--- config.mk ---
export PLATFORM = sky130hd
export DESIGN_NAME = pfc_valley_switching_control
export DESIGN_NICKNAME = d
export VERILOG_FILES = /design/src/rtl/pfc_pkg.sv /design/src/rtl/pfc_valley_switching_control.sv /design/src/rtl/bus_pi_regulator.sv
export SDC_FILE = /design/constraint.sdc
export NUM_CORES = 2
export LEC_CHECK = 0
export ABC_AREA = 1
export BUFFER_PORTS_ARGS = -buffer_cell sky130_fd_sc_hd__buf_2
export CAP_MARGIN = 0
export CORE_MARGIN = 1
export CORE_UTILIZATION = 58
export DETAILED_ROUTE_END_ITERATION = 6
export PLACE_DENSITY = 0.78
export RECOVER_POWER = 50
export SLEW_MARGIN = 0
export SYNTH_ARGS = -nofsm -noshare
export SYNTH_HDL_FRONTEND = slang
export SYNTH_SLANG_ARGS = --single-unit
--- constraint.sdc ---
create_clock -name clk -period 8.1 [get_ports clk]
set_input_delay 0.405 -clock clk [delete_from_list [all_inputs] [get_ports clk]]
set_output_delay 0.405 -clock clk [all_outputs]
set_load 0.02 [all_outputs]
--- src/rtl/pfc_pkg.sv ---
// Purpose: Shared constants for the boost stage valley switching control.
// Assumes: 125 MHz system clock, 32-bit Avalon-MM register bus with byte addresses.
// Notes: Offsets are byte addresses of aligned 32-bit words.
package pfc_pkg;
  localparam int CLK_MHZ = 125;
  localparam int ADC_W = 12;
  localparam int LVL_W = 13;
  localparam int CNT_W = 16;
  localparam int VAL_W = 4;

  // Register byte offsets
  localparam logic [7:0] OFS_CTRL = 8'h00;
  localparam logic [7:0] OFS_BLANK = 8'h04;
  localparam logic [7:0] OFS_START_LVL = 8'h08;
  localparam logic [7:0] OFS_STEADY_LVL = 8'h0C;
  localparam logic [7:0] OFS_BUS_SETPT = 8'h10;
  localparam logic [7:0] OFS_PERIOD_LIM = 8'h14;
  localparam logic [7:0] OFS_TIMEOUT = 8'h18;
  localparam logic [7:0] OFS_LINE_LIM = 8'h1C;
  localparam logic [7:0] OFS_GAINS = 8'h20;
  localparam logic [7:0] OFS_STATUS = 8'h24;
  localparam logic [7:0] OFS_ON_TIME = 8'h28;

  // Field positions
  localparam int CTRL_EN_BIT = 0;
  localparam int CTRL_MAXV_LSB = 4;
  localparam int LIM_HI_LSB = 16;
  localparam int GAIN_KI_LSB = 8;

  // Reset values
  localparam logic [31:0] RST_CTRL = 32'h0000_0040;
  localparam logic [31:0] RST_BLANK = 32'h0000_0020;
  localparam logic [31:0] RST_START_LVL = 32'h0000_0800;
  localparam logic [31:0] RST_STEADY_LVL = 32'h0000_0D00;
  localparam logic [31:0] RST_BUS_SETPT = 32'h0000_1000;
  localparam logic [31:0] RST_PERIOD_LIM = 32'h2710_01F4;
  localparam logic [31:0] RST_TIMEOUT = 32'h0000_3A98;
  localparam logic [31:0] RST_LINE_LIM = 32'h0F00_0100;
  localparam logic [31:0] RST_GAINS = 32'h0000_0410;

  // Narrow range spans 5/6 to 7/6 of the reference: base 5/6 of full scale, step 1/3
  localparam logic [LVL_W-1:0] NARROW_BASE = 13'h0D55;
  localparam logic [ADC_W-1:0] LINE_ZC_LEVEL = 12'h040;

  // Mains absent for this long means a DC source
  localparam int DC_DETECT_MS = 20;
  localparam int DC_DETECT_CYCLES = DC_DETECT_MS * CLK_MHZ * 1000;

  localparam logic [CNT_W-1:0] ON_TIME_MIN = 16'h0010;
  localparam logic [CNT_W-1:0] ON_TIME_MAX = 16'h0FA0;
  localparam int PI_SHIFT = 6;

  typedef enum logic [1:0] {M_WAIT, M_SOFT, M_STEADY} mode_t;
  typedef enum logic [1:0] {G_IDLE, G_ON, G_OFF} gate_t;
endpackage

--- src/rtl/pfc_valley_switching_control.sv ---
// Purpose: Boost stage switching control with shared sense pin, valley selection and soft start.
// Assumes: Comparator outputs are asynchronous; ADC strobes are on clk.
// Notes: Registers reached over Avalon-MM; one wait cycle per access.
// Function
// - While gate is on, sense pin is current sense for overcurrent cut.
// - While gate is off, sense pin is the valley detect input.
// - Current sense ignored until programmable blanking elapses after turn-on.
// - Valley event is a falling edge of hysteretic comparator versus positive level.
// - Count valleys in off-time, turn on at selected valley number.
// - First-valley mode uses constant on-time; off-time follows input voltage.
// - In first-valley mode the next cycle starts at once on first valley.
// - Light load may select later valleys up to configured maximum count.
// - Valley n adds n-1 resonant periods after the first valley.
// - Bus ADC has wide zero-to-reference and narrow five- to seven-sixths range.
// - Narrow range in steady state, wide range during soft start.
// - PI bus regulator active in both soft start and steady state.
// - Soft start begins when bus exceeds the start threshold (brown-in).
// - Input under- or overvoltage during soft start aborts it.
// - Soft start stays on the first valley.
// - Steady state entered when bus reaches steady entry threshold.
// - Desired on-time held constant over each mains half cycle.
// - Desired on-time grows as emulated load resistance falls.
// - Valley choice keeps switching frequency between configured limits.
// - Line sense feeds protection, mains zero-crossing and AC/DC detection.
// - Valley up at upper frequency limit, down at lower, else unchanged.
// - Turn on at selected valley or at period timeout, whichever first.
`timescale 1ns/100ps
module pfc_valley_switching_control
  import pfc_pkg::*;
#(
  parameter int DC_CYCLES = pfc_pkg::DC_DETECT_CYCLES
) (
  // Clock and reset
  input wire logic clk,
  input wire logic rstn,
  // Avalon-MM slave
  input wire logic [7:0] address,
  input wire logic read,
  input wire logic write,
  input wire logic [3:0] byteenable,
  input wire logic [31:0] writedata,
  output logic [31:0] readdata,
  output logic waitrequest,
  // Shared sense pin comparators
  input wire logic boost_sense_pin_valley,
  input wire logic boost_sense_pin_ocp,
  // Bus voltage ADC
  input wire logic bus_adc_valid,
  input wire logic bus_adc_narrow,
  input wire logic [pfc_pkg::ADC_W-1:0] bus_sense_pin_code,
  output logic bus_range_narrow,
  // Line voltage ADC
  input wire logic line_adc_valid,
  input wire logic [pfc_pkg::ADC_W-1:0] line_sense_pin_code,
  // Gate drive and status
  output logic boost_gate,
  output logic half_cycle_pulse,
  output logic dc_source
);
  import pfc_pkg::*;

  logic [31:0] ctrl_q, blank_q, start_q, steady_q, setpt_q, plim_q, tmo_q, llim_q, gains_q;
  logic wait_q;
  mode_t mode_q;
  gate_t g_st_q;
  logic [CNT_W-1:0] on_cnt_q, per_cnt_q, ton_q;
  logic [VAL_W-1:0] valley_cnt_q, valley_sel_q, max_valley;
  logic [2:0] vcmp_q, ocp_q;
  logic valley_evt, ocp_s, run, turn_on, on_done, ocp_cut;
  logic [LVL_W-1:0] bus_lvl_q;
  logic bus_new_q;
  logic line_fault_q, line_above_q, half_q, dc_q;
  logic [31:0] dc_cnt_q;
  logic [CNT_W-1:0] desired_on_time;
  logic acc, wr_en;

  // Merge write data into a register under byte enables
  function automatic logic [31:0] merge(input logic [31:0] old, input logic [31:0] wd, input logic [3:0] be);
    logic [31:0] r;
    r = old;
    for (int i = 0; i < 4; i++) begin
      if (be[i]) begin
        r[i*8 +: 8] = wd[i*8 +: 8];
      end
    end
    return r;
  endfunction

  // Map either ADC range onto one wide-scale level
  function automatic logic [LVL_W-1:0] to_level(input logic narrow, input logic [ADC_W-1:0] code);
    logic [LVL_W-1:0] r;
    r = narrow ? (NARROW_BASE + LVL_W'(code / 3)) : {1'b0, code};
    return r;
  endfunction

  assign acc = read | write;
  assign wr_en = write & ~wait_q;
  assign max_valley = ctrl_q[CTRL_MAXV_LSB +: VAL_W];

  // One wait cycle: the request is taken at the edge where waitrequest is low
  always_ff @(posedge clk or negedge rstn) begin
    if (!rstn) begin
      wait_q <= 1'b1;
    end else begin
      wait_q <= ~(acc & wait_q);
    end
  end
  assign waitrequest = wait_q;

  always_ff @(posedge clk or negedge rstn) begin
    if (!rstn) begin
      ctrl_q <= RST_CTRL;
      blank_q <= RST_BLANK;
      start_q <= RST_START_LVL;
      steady_q <= RST_STEADY_LVL;
      setpt_q <= RST_BUS_SETPT;
      plim_q <= RST_PERIOD_LIM;
      tmo_q <= RST_TIMEOUT;
      llim_q <= RST_LINE_LIM;
      gains_q <= RST_GAINS;
    end else if (wr_en) begin
      case (address)
        OFS_CTRL: ctrl_q <= merge(ctrl_q, writedata, byteenable);
        OFS_BLANK: blank_q <= merge(blank_q, writedata, byteenable);
        OFS_START_LVL: start_q <= merge(start_q, writedata, byteenable);
        OFS_STEADY_LVL: steady_q <= merge(steady_q, writedata, byteenable);
        OFS_BUS_SETPT: setpt_q <= merge(setpt_q, writedata, byteenable);
        OFS_PERIOD_LIM: plim_q <= merge(plim_q, writedata, byteenable);
        OFS_TIMEOUT: tmo_q <= merge(tmo_q, writedata, byteenable);
        OFS_LINE_LIM: llim_q <= merge(llim_q, writedata, byteenable);
        OFS_GAINS: gains_q <= merge(gains_q, writedata, byteenable);
        default: ;
      endcase
    end
  end

  // Read data is captured in the wait cycle and stands while waitrequest is low
  always_ff @(posedge clk or negedge rstn) begin
    if (!rstn) begin
      readdata <= '0;
    end else if (read & wait_q) begin
      case (address)
        OFS_CTRL: readdata <= ctrl_q;
        OFS_BLANK: readdata <= blank_q;
        OFS_START_LVL: readdata <= start_q;
        OFS_STEADY_LVL: readdata <= steady_q;
        OFS_BUS_SETPT: readdata <= setpt_q;
        OFS_PERIOD_LIM: readdata <= plim_q;
        OFS_TIMEOUT: readdata <= tmo_q;
        OFS_LINE_LIM: readdata <= llim_q;
        OFS_GAINS: readdata <= gains_q;
        OFS_STATUS: readdata <= {20'h00000, valley_sel_q, 2'b00, dc_q, line_fault_q, boost_gate, 1'b0, mode_q};
        OFS_ON_TIME: readdata <= {16'h0000, desired_on_time};
        default: readdata <= '0;
      endcase
    end
  end

  // Comparator inputs are asynchronous: two flops, a third only for edge detect
  always_ff @(posedge clk or negedge rstn) begin
    if (!rstn) begin
      vcmp_q <= '0;
      ocp_q <= '0;
    end else begin
      vcmp_q <= {vcmp_q[1:0], boost_sense_pin_valley};
      ocp_q <= {ocp_q[1:0], boost_sense_pin_ocp};
    end
  end
  assign valley_evt = vcmp_q[2] & ~vcmp_q[1];
  assign ocp_s = ocp_q[1];

  // Bus level in a common scale regardless of range
  always_ff @(posedge clk or negedge rstn) begin
    if (!rstn) begin
      bus_lvl_q <= '0;
      bus_new_q <= 1'b0;
    end else begin
      bus_new_q <= bus_adc_valid;
      if (bus_adc_valid) begin
        bus_lvl_q <= to_level(bus_adc_narrow, bus_sense_pin_code);
      end
    end
  end

  // Line sense: protection window, zero-crossing and DC detection
  always_ff @(posedge clk or negedge rstn) begin
    if (!rstn) begin
      line_fault_q <= 1'b0;
      line_above_q <= 1'b0;
      half_q <= 1'b0;
      dc_q <= 1'b0;
      dc_cnt_q <= '0;
    end else begin
      half_q <= 1'b0;
      if (line_adc_valid) begin
        line_fault_q <= (line_sense_pin_code < llim_q[ADC_W-1:0]) ||
                        (line_sense_pin_code > llim_q[LIM_HI_LSB +: ADC_W]);
        line_above_q <= line_sense_pin_code > LINE_ZC_LEVEL;
      end
      if (line_adc_valid && line_above_q && line_sense_pin_code <= LINE_ZC_LEVEL) begin
        half_q <= 1'b1;
        dc_q <= 1'b0;
        dc_cnt_q <= '0;
      end else if (dc_cnt_q >= 32'(DC_CYCLES - 1)) begin
        // No mains crossing: DC source, still refresh the on-time
        half_q <= 1'b1;
        dc_q <= 1'b1;
        dc_cnt_q <= '0;
      end else begin
        dc_cnt_q <= dc_cnt_q + 32'h1;
      end
    end
  end
  assign half_cycle_pulse = half_q;
  assign dc_source = dc_q;

  bus_pi_regulator u_reg (
    .clk(clk),
    .rstn(rstn),
    .sample_valid(bus_new_q),
    .bus_level(bus_lvl_q),
    .setpoint(setpt_q[LVL_W-1:0]),
    .kp(gains_q[7:0]),
    .ki(gains_q[GAIN_KI_LSB +: 8]),
    .half_cycle(half_q),
    .desired_on_time(desired_on_time)
  );

  // Start-up sequence
  always_ff @(posedge clk or negedge rstn) begin
    if (!rstn) begin
      mode_q <= M_WAIT;
    end else begin
      case (mode_q)
        M_WAIT: if (ctrl_q[CTRL_EN_BIT] && !line_fault_q && bus_lvl_q > start_q[LVL_W-1:0]) begin
          mode_q <= M_SOFT;
        end
        M_SOFT: if (line_fault_q || !ctrl_q[CTRL_EN_BIT]) begin
          mode_q <= M_WAIT;
        end else if (bus_lvl_q >= steady_q[LVL_W-1:0]) begin
          mode_q <= M_STEADY;
        end
        M_STEADY: if (!ctrl_q[CTRL_EN_BIT]) begin
          mode_q <= M_WAIT;
        end
        default: mode_q <= M_WAIT;
      endcase
    end
  end

  // Coarse range while the bus climbs, fine range once regulated
  always_ff @(posedge clk or negedge rstn) begin
    if (!rstn) begin
      bus_range_narrow <= 1'b0;
    end else begin
      bus_range_narrow <= (mode_q == M_STEADY);
    end
  end

  assign run = (mode_q != M_WAIT) && !line_fault_q;
  assign on_done = (on_cnt_q + 16'h1) >= ton_q;
  assign ocp_cut = ocp_s && (on_cnt_q >= blank_q[CNT_W-1:0]);
  // Valley n is reached after n-1 further resonant periods past the first
  assign turn_on = (g_st_q == G_OFF) && run &&
                   ((valley_evt && (valley_cnt_q + 4'h1) >= valley_sel_q) ||
                    (per_cnt_q >= tmo_q[CNT_W-1:0]));

  // Switching cycle
  always_ff @(posedge clk or negedge rstn) begin
    if (!rstn) begin
      g_st_q <= G_IDLE;
      boost_gate <= 1'b0;
      on_cnt_q <= '0;
      per_cnt_q <= '0;
      ton_q <= ON_TIME_MIN;
      valley_cnt_q <= '0;
    end else begin
      if (per_cnt_q != 16'hFFFF) begin
        per_cnt_q <= per_cnt_q + 16'h1;
      end
      case (g_st_q)
        G_IDLE: if (run) begin
          g_st_q <= G_ON;
          boost_gate <= 1'b1;
          on_cnt_q <= '0;
          per_cnt_q <= '0;
          ton_q <= desired_on_time;
        end
        G_ON: begin
          on_cnt_q <= on_cnt_q + 16'h1;
          if (on_done || ocp_cut || !run) begin
            g_st_q <= G_OFF;
            boost_gate <= 1'b0;
            valley_cnt_q <= '0;
          end
        end
        G_OFF: if (!run) begin
          g_st_q <= G_IDLE;
        end else if (turn_on) begin
          g_st_q <= G_ON;
          boost_gate <= 1'b1;
          on_cnt_q <= '0;
          per_cnt_q <= '0;
          ton_q <= desired_on_time;
        end else if (valley_evt && valley_cnt_q != 4'hF) begin
          valley_cnt_q <= valley_cnt_q + 4'h1;
        end
        default: g_st_q <= G_IDLE;
      endcase
    end
  end

  // Frequency law, judged on each finished period
  always_ff @(posedge clk or negedge rstn) begin
    if (!rstn) begin
      valley_sel_q <= 4'h1;
    end else if (mode_q != M_STEADY) begin
      valley_sel_q <= 4'h1;
    end else if (valley_sel_q > max_valley && max_valley != 4'h0) begin
      valley_sel_q <= max_valley;
    end else if (turn_on) begin
      if (per_cnt_q < plim_q[CNT_W-1:0] && valley_sel_q < max_valley) begin
        valley_sel_q <= valley_sel_q + 4'h1;
      end else if (per_cnt_q > plim_q[LIM_HI_LSB +: CNT_W] && valley_sel_q > 4'h1) begin
        valley_sel_q <= valley_sel_q - 4'h1;
      end
    end
  end

  a_ocp_cuts_gate: assert property (@(posedge clk) disable iff (!rstn)
    g_st_q == G_ON && ocp_s && on_cnt_q >= blank_q[CNT_W-1:0] |=> !boost_gate)
    else $error("overcurrent after blanking did not end the on-time");
  a_blank_holds_gate: assert property (@(posedge clk) disable iff (!rstn)
    g_st_q == G_ON && on_cnt_q < blank_q[CNT_W-1:0] && !on_done && run |=> boost_gate)
    else $error("gate ended inside the blanking interval");
  a_valley_turns_on: assert property (@(posedge clk) disable iff (!rstn)
    g_st_q == G_OFF && run && valley_evt && valley_cnt_q + 4'h1 >= valley_sel_q |=> boost_gate)
    else $error("selected valley did not start the next cycle");
  a_on_has_cause: assert property (@(posedge clk) disable iff (!rstn)
    $rose(boost_gate) && $past(g_st_q) == G_OFF |->
      $past(valley_evt) || $past(per_cnt_q) >= $past(tmo_q[CNT_W-1:0]))
    else $error("turn-on without valley or timeout");
  a_soft_first_valley: assert property (@(posedge clk) disable iff (!rstn)
    mode_q == M_SOFT ##1 mode_q == M_SOFT |-> valley_sel_q == 4'h1)
    else $error("later valley used during soft start");
  a_valley_in_range: assert property (@(posedge clk) disable iff (!rstn)
    turn_on && mode_q == M_STEADY && valley_sel_q <= max_valley |=> valley_sel_q <= max_valley && valley_sel_q >= 4'h1)
    else $error("valley selection left its bounds");
  a_count_cleared: assert property (@(posedge clk) disable iff (!rstn)
    $fell(boost_gate) |-> valley_cnt_q == 4'h0)
    else $error("valley counter not cleared at turn-off");
  a_soft_abort: assert property (@(posedge clk) disable iff (!rstn)
    mode_q == M_SOFT && line_fault_q |=> mode_q == M_WAIT ##1 !boost_gate)
    else $error("soft start not aborted on line fault");
  a_range_follows: assert property (@(posedge clk) disable iff (!rstn)
    mode_q == M_STEADY ##1 mode_q == M_STEADY |-> bus_range_narrow)
    else $error("wide range used in steady state");
endmodule

--- src/rtl/bus_pi_regulator.sv ---
// Purpose: Proportional-integral bus voltage regulator giving the desired on-time.
// Assumes: Samples arrive as single-cycle strobes on the system clock.
// Notes: Output changes only on the half-cycle strobe.
`timescale 1ns/100ps
module bus_pi_regulator
  import pfc_pkg::*;
(
  // Clock and reset
  input wire logic clk,
  input wire logic rstn,
  // Measurement
  input wire logic sample_valid,
  input wire logic [pfc_pkg::LVL_W-1:0] bus_level,
  input wire logic [pfc_pkg::LVL_W-1:0] setpoint,
  input wire logic [7:0] kp,
  input wire logic [7:0] ki,
  // Hold control
  input wire logic half_cycle,
  output logic [pfc_pkg::CNT_W-1:0] desired_on_time
);
  import pfc_pkg::*;

  localparam logic signed [27:0] INTEG_MAX = 28'sh00FFFFF;
  logic signed [LVL_W:0] err;
  logic signed [27:0] integ_q;
  logic signed [27:0] integ_sum;
  logic signed [27:0] pi_sum;
  logic signed [27:0] pi_scaled;

  // A low bus means more load, so positive error lengthens the on-time
  assign err = $signed({1'b0, setpoint}) - $signed({1'b0, bus_level});
  assign integ_sum = integ_q + 28'(err * $signed({1'b0, ki}));
  assign pi_sum = integ_q + 28'(err * $signed({1'b0, kp}));
  assign pi_scaled = pi_sum >>> PI_SHIFT;

  always_ff @(posedge clk or negedge rstn) begin
    if (!rstn) begin
      integ_q <= '0;
    end else if (sample_valid) begin
      if (integ_sum > INTEG_MAX) begin
        integ_q <= INTEG_MAX;
      end else if (integ_sum < 0) begin
        integ_q <= '0;
      end else begin
        integ_q <= integ_sum;
      end
    end
  end

  // Held between half-cycle strobes so the on-time is flat across each mains half cycle
  always_ff @(posedge clk or negedge rstn) begin
    if (!rstn) begin
      desired_on_time <= ON_TIME_MIN;
    end else if (half_cycle) begin
      if (pi_scaled < $signed({12'h000, ON_TIME_MIN})) begin
        desired_on_time <= ON_TIME_MIN;
      end else if (pi_scaled > $signed({12'h000, ON_TIME_MAX})) begin
        desired_on_time <= ON_TIME_MAX;
      end else begin
        desired_on_time <= pi_scaled[CNT_W-1:0];
      end
    end
  end

  a_on_time_held: assert property (@(posedge clk) disable iff (!rstn)
    !half_cycle |=> $stable(desired_on_time))
    else $error("on-time changed outside a half-cycle strobe");
endmodule

Word-level counts from Yosys, hierarchy flattened --
Cells that the tools add are included.
Word-level totals: bits in registers 482, output and inout bits 37, word-level logic and storage cells 251
Cells by class: add/sub/neg operators 10, multiplexer cells 50, div/mod/pow operators 1, magnitude comparators 20, multipliers 2, equal/unequal tests 27, bitwise operators 8, reduce and logical (&&, ||, !) cells 75
Operator list (count):
- $pmux 32 s11 | 1
- $mux 16 | 12
- $reduce_and 3->1 | 38
- $mux 32 | 2
- $pmux 16 s2 | 2
- $add 28x23->28 | 2
- $mux 28 | 2
- $ge 16x16->1 | 3
- $pmux 16 s3 | 1
- $mul 14x9->23 | 2
- $mux 4 | 9
- $add 16x1->16 const B | 2
- $add 32x1->32 const B | 1
- $div 12x2->32 const B | 1
- $eq 8x5->1 const B | 4
- $ge 32x22->1 const B | 1
- $gt 28x21->1 const B | 1
- $lt 28x1->1 const B | 1
- $eq 8x6->1 const B | 3
- $gt 22x13->1 const B | 1
- $lt 22x6->1 const B | 1
- $eq 8x4->1 const B | 2
- $gt 16x16->1 | 1
- $lt 16x16->1 | 1
- other kinds (42) | 99

Depth between registers and ports, before layout --
word-level depth 8, mapped depth 60, gate-level depth less buffers 58

Modules after synthesis --
Synthesis repeated with hierarchy kept, for this count alone.
Unflattened totals: cell total of the unflattened synthesis 4646, area, all modules 37203.2 µm²
By module, submodules not included:
- pfc_valley_switching_control | times used 1, cells each 2803, area an instance 23603.9 µm²
- bus_pi_regulator | times used 1, cells each 1843, area an instance 13599.3 µm²

Worst setup path after synthesis --
Ideal clock, no wire load.
path kind reg-to-reg, start point register setpt_q[0], end point register u_reg.integ_q[10], slack -0.308 ns, arrival 8.326 ns, stages on the path, launching flop included 56, required time 8.018 ns, clock period less this slack 8.408 ns, path through dfrtp_1 -> inv_1 -> ha_1 -> inv_1 -> fa_1 -> a21oi_1 -> o21ai_0 -> nand2_1 -> nand2_1 -> a21oi_1 -> or2_2 -> nand2_1 -> a21oi_1 -> or2_2 -> nand2_1 -> a21oi_1 -> or2_2 -> nand2_1 -> [20 not listed] -> a21oi_1 -> o21bai_1 -> nand3_1 -> nand2_1 -> nand3_1 -> nand2_1 -> a21oi_1 -> o21bai_1 -> nand2_1 -> nand2_1 -> a21oi_1 -> or2_2 -> nand2_1 -> nor3_1 -> nand4_1 -> clkbuf_1 -> nand2_1 -> a31oi_1
Between the ends: cells in the longest elaborated chain, start to end 6
Ends and longest elaborated chain:
- start: declaration | line pfc_valley_switching_control.sv:62 | logic [31:0] ctrl_q, blank_q, start_q, steady_q, setpt_q, plim_q, tmo_q, llim_q, gains_q;
- start signal: assignment | line pfc_valley_switching_control.sv:127 | OFS_BUS_SETPT: setpt_q <= merge(setpt_q, writedata, byteenable);
- $sub 13x13->14 (*) | line bus_pi_regulator.sv:31 | assign err = $signed({1'b0, setpoint}) - $signed({1'b0, bus_level});
- $mul 14x9->23 (*) | line bus_pi_regulator.sv:32 | assign integ_sum = integ_q + 28'(err * $signed({1'b0, ki}));
- $add 28x23->28 (*) | line bus_pi_regulator.sv:32
- $lt 28x1->1 | line bus_pi_regulator.sv:42 | end else if (integ_sum < 0) begin
- $mux 28 | line bus_pi_regulator.sv:42
- $mux 28 (*) | line bus_pi_regulator.sv:40 | if (integ_sum > INTEG_MAX) begin
- end signal: assignment | line bus_pi_regulator.sv:45 | integ_q <= integ_sum;
- end: declaration | line bus_pi_regulator.sv:25 | logic signed [27:0] integ_q;
Mark *: on every way between the ends. The rest lies on a longest branch, timed or not. A chain may end at the register's enable or synchronous reset.

Worst setup path in the final report --
start point register setpt_q[2], end point register u_reg.desired_on_time[8] in the netlist's numbering
Between the ends: cells in the longest elaborated chain, start to end 6
Ends and longest elaborated chain:
- $sub 13x13->14 (*) | line bus_pi_regulator.sv:31
- $mul 14x9->23 (*) | line bus_pi_regulator.sv:33 | assign pi_sum = integ_q + 28'(err * $signed({1'b0, kp}));
- $add 28x23->28 (*) | line bus_pi_regulator.sv:33
- $gt 22x13->1 | line bus_pi_regulator.sv:57 | end else if (pi_scaled > $signed({12'h000, ON_TIME_MAX})) begin
- $mux 16 | line bus_pi_regulator.sv:57
- $mux 16 (*) | line bus_pi_regulator.sv:55 | if (pi_scaled < $signed({12'h000, ON_TIME_MIN})) begin
- end signal: assignment | line bus_pi_regulator.sv:60 | desired_on_time <= pi_scaled[CNT_W-1:0];
- end: declaration | line bus_pi_regulator.sv:19 | output logic [pfc_pkg::CNT_W-1:0] desired_on_time
Marks and branches as above.

==> impl_results.md <==
* Largest family of logic cells by synthesized area: adder cells
* # IOs at 114
* DRT iter0 DRCs at 2632
* Hold Crit Endpoint: line_fault_q
* Clk slew on worst S/H paths at 60 ps
* Row count at 89
* Post-synthesis mux area share at 0.0322%
* Syn avg cell area at 8.34 um^2
* RSZ-0062 raised after global routing: yes
* Placed Cells at 5129
* Crit path from: setpt_q[2]
* Share of cells above drive strength 1 at 13.8%
* Hold depth at 2
* Avg Vias per Cell at 5.74
* Pleak at 19.9 nW
* HP Start: line_adc_valid
* Post-synth EDFFs at 0
* Final number of hold-violating endpoints at 0
* GRT overflow at 0
* Root buf cell: clkbuf_16
* Worst r2r path cells at 53
* Flop-to-flop setup slack at -500 ps
* Worst Path Required at 8550 ps
* Cells after synthesis at 4188
* Synth top area cells: dfrtp_1 32%, fa_1 13%, ha_1 9.8%
* Total core area at 59200 um^2
* Mapped Area at 34900 um^2
* H-tree depth at 2
* TritonCTS clock tree: yes
* Final cycle utilization of the critical path at 106%
* Die Area at 61200 um^2
* Synth Register Bits at 481
* Post-route ant nets at 0
* Syn. warnings at 0
* Post-Layout Cell Count at 5270
* Worst setup path class: flop to flop
* Worst hold path class: primary input to flop
* CP dominant cell by count: nand2_2
* CTS sink count at 481
* CP bufs+invs at 8
* Max IR drop VDD at 0.181 mV
* Synth top area share at 31.9%
* Largest fanout on the critical path at 6
* Asr flop ratio synth at 100%
* Clk_lat worst skew at 620 ps
* Slowest CP cell: fa_1
* Hpwl dp at 74400 um
* Final Skew at 21.6 ps
* Layout Utilization at 67.5%
* Die Wd at 247 um
* CP Depth at 53
* Vias in the first global route at 29357
* Max-Cap Viols at 3
* Routed length per placed instance at 19.0 um
* Worst Tran Pin Value at 6660 ps
* Max-slew violations at 250
* Status: finished, violations left
* Antenna violations before repair at 1
* Drt drc at 4
* Sequential-to-total area share from yosys stat at 34.6%
* Minimum clock period after layout at 8600 ps
* Failing checks: design-rule violations, max-capacitance violations, max-slew violations, negative setup slack
* Routed vias at 30254
* Final nets at 5039
* Compound-gate portion of the synthesized area at 13.8%
* Top Family by Delay on Critical Path: adder cells
* Final setup margin at -498 ps
* First-pass GRT wire length at 157000 um
* Number of buffers created by CTS at 52
* Synth area leader: dfrtp_1
* Crit end category: flop
* Main synth FF type: dfrtp_1
* Synth Area in Simple Gates at 17.0%
* Global placer's final weighted congestion at 1.00
* CTS max path bufs at 3
* Port Buffer Count at 113
* WP data arrival at 9050 ps
* Startpoint types: flop
* Relative slew slack at -344%
* Die Y at 247 um
* Routed WL at 99900 um
* Synth unique cells at 68
* Post-Synth XOR/XNOR Area at 1.88%
* Initial Utilization at 59.0%
* Gr usage total at 33.0%
* Syn-to-layout area delta at 14.5%
* PwrDens at 192 nW/um^2
* Reg2reg end: u_reg.desired_on_time[8]
* Worst path max stage delay at 580 ps
* Post-Synth Adder-Cell Area at 23.2%
* R2R Path Start: setpt_q[2]
* Ant diodes at 0
* Setup-failing EPs final at 32
* Drt first pass iters at 7
* Pin count of the biggest net entering global routing at 161
* Maximum achievable frequency at 116 MHz
[area by class of cell]
class                      count  area, um^2
sequential                   481       12100
fill                        4728       19300
inverter                     749        2820
clock buffer                  69        1470
tap                          773         967
clock inverter                27         208
timing repair buffer         327        2190
timing repair inverter         1        5.00
multi-input combinational   2843       20200
[cell families after synthesis]
logic type      Yosys count
other cells               1
xor+xnor                 75
compound gates          827
buf+inv                 873
flops                   481
mux                       1
simple gates           1423
fa+ha+maj               507
[repair_timing]
action | 4_1_cts | 5_1_grt
pin swaps | 72 | 85
setup buffers | 25 | 12
endpoints found under the hold margin | 108 | 0
hold buffers | 5 | 0
cloned | 3 | 0
resized for setup | 116 | 92
setup endpoints to repair | 32 | 32
[stage by stage]
stage          total power, mW  hold WS, ps  instance area, um^2  setup TNS (ps)  setup WS [ps]
2_1_floorplan             4.23          109                35100               0           4.04
3_3_place_gp              5.01          335                37400           -8870           -363
3_5_place_dp              5.08          337                37400          -15070           -549
4_1_cts                   7.57         78.2                39700           -8990           -339
5_1_grt                   8.08         94.6                40000          -49950           -948
6_report                  7.69         90.3                40000          -13820           -498
[cell usage in the layout (no fill, tap or decap), types with 13 or more instances in the layout]
cell type / synthesis / routed
nor2_1: 285 / 277
buf_4: 2 / 194
dfrtp_1: 445 / 445
nand2_1: 897 / 861
clkinv_2: 1 / 19
a221oi_1: 52 / 52
o21ai_0: 434 / 392
o21ai_1: 3 / 30
a31oi_1: 14 / 13
nor4_1: 14 / 14
o21a_1: 18 / 18
xnor2_1: 19 / 18
o22ai_1: 49 / 49
ha_4: 0 / 14
o21ai_2: 1 / 16
nand2_2: 10 / 37
ha_1: 273 / 257
nor3_1: 34 / 33
nand4_1: 35 / 35
nand3_1: 95 / 84
fa_1: 234 / 233
clkbuf_16: 0 / 53
inv_2: 6 / 29
xor2_1: 56 / 55
dfstp_2: 36 / 34
a21oi_2: 1 / 25
o2111ai_1: 18 / 18
inv_1: 730 / 706
a21oi_1: 148 / 121
clkbuf_1: 115 / 48
buf_2: 1 / 74
nand3_2: 10 / 21
[sequential cells by signal (all words and copies together), names as in the netlist, 3 cells and up]
register and cells:
blank_q 32, ctrl_q 32, dc_cnt_q 32, gains_q 32, llim_q 32, plim_q 32, readdata 32, setpt_q 32
start_q 32, steady_q 32, tmo_q 32, u_reg.integ_q 27, on_cnt_q 16, per_cnt_q 16, ton_q 16, u_reg.desired_on_time 16
bus_lvl_q 13, valley_cnt_q 4, valley_sel_q 4, vcmp_q 3
[per-layer routing]
metal	wire length, um	vias up	part of all wire (%)	GRT usage [%]
met5	17	-	0.017	0
met3	8720	257	8.7	6.03
met4	4460	2	4.5	13.5
met2	46400	1282	47	52.7
met1	40200	14709	40	44.6
li1	-	14004	-	-
[cells in the mapped netlist (3+ instances only)]
| cell type | n |
|---|---|
| xnor2_1 | 19 |
| o21ai_0 | 434 |
| a22o_1 | 8 |
| a21o_1 | 11 |
| nand4_4 | 3 |
| o22ai_1 | 49 |
| nand3_4 | 4 |
| nand3_2 | 10 |
| buf_1 | 3 |
| a221oi_1 | 52 |
| o21bai_1 | 13 |
| o211ai_1 | 10 |
| clkinv_1 | 12 |
| o221ai_1 | 4 |
| nand4_2 | 3 |
| o2111ai_1 | 18 |
| a21oi_1 | 148 |
| a41oi_1 | 4 |
| o31ai_1 | 6 |
| dfrtp_1 | 445 |
| xor2_1 | 56 |
| a211oi_1 | 11 |
| inv_1 | 730 |
| nor4_1 | 14 |
| a2111oi_0 | 3 |
| nor2_4 | 3 |
| inv_2 | 6 |
| or2_2 | 17 |
| o21a_1 | 18 |
| nand3_1 | 95 |
| nor2_2 | 3 |
| dfstp_2 | 36 |
| nand4_1 | 35 |
| a31oi_1 | 14 |
| o21ai_1 | 3 |
| clkbuf_1 | 115 |
| nand2_1 | 897 |
| nor2_1 | 285 |
| nand2_2 | 10 |
| fa_1 | 234 |
| a21boi_0 | 5 |
| nor3_1 | 34 |
| ha_1 | 273 |
| nor3b_1 | 4 |
[where the power goes]
group / switching (mW) / internal, mW / total, mW
clock: 1.05 / 1.31 / 2.36
sequential: 0.201 / 2.57 / 2.77
combinational: 1.53 / 1.02 / 2.56
total: 2.78 / 4.91 / 7.69
[how the worst max path moves through the flow]
stage,endpoint,slack (ps)
3_5_place_dp,u_reg.desired_on_time[9],-550
4_1_cts,u_reg.integ_q[10],-340
6_report,u_reg.desired_on_time[8],-500
2_1_floorplan,u_reg.integ_q[10],4
3_3_place_gp,u_reg.desired_on_time[9],-360
5_1_grt,u_reg.integ_q[16],-950
Power figures use the tool's default switching activity.
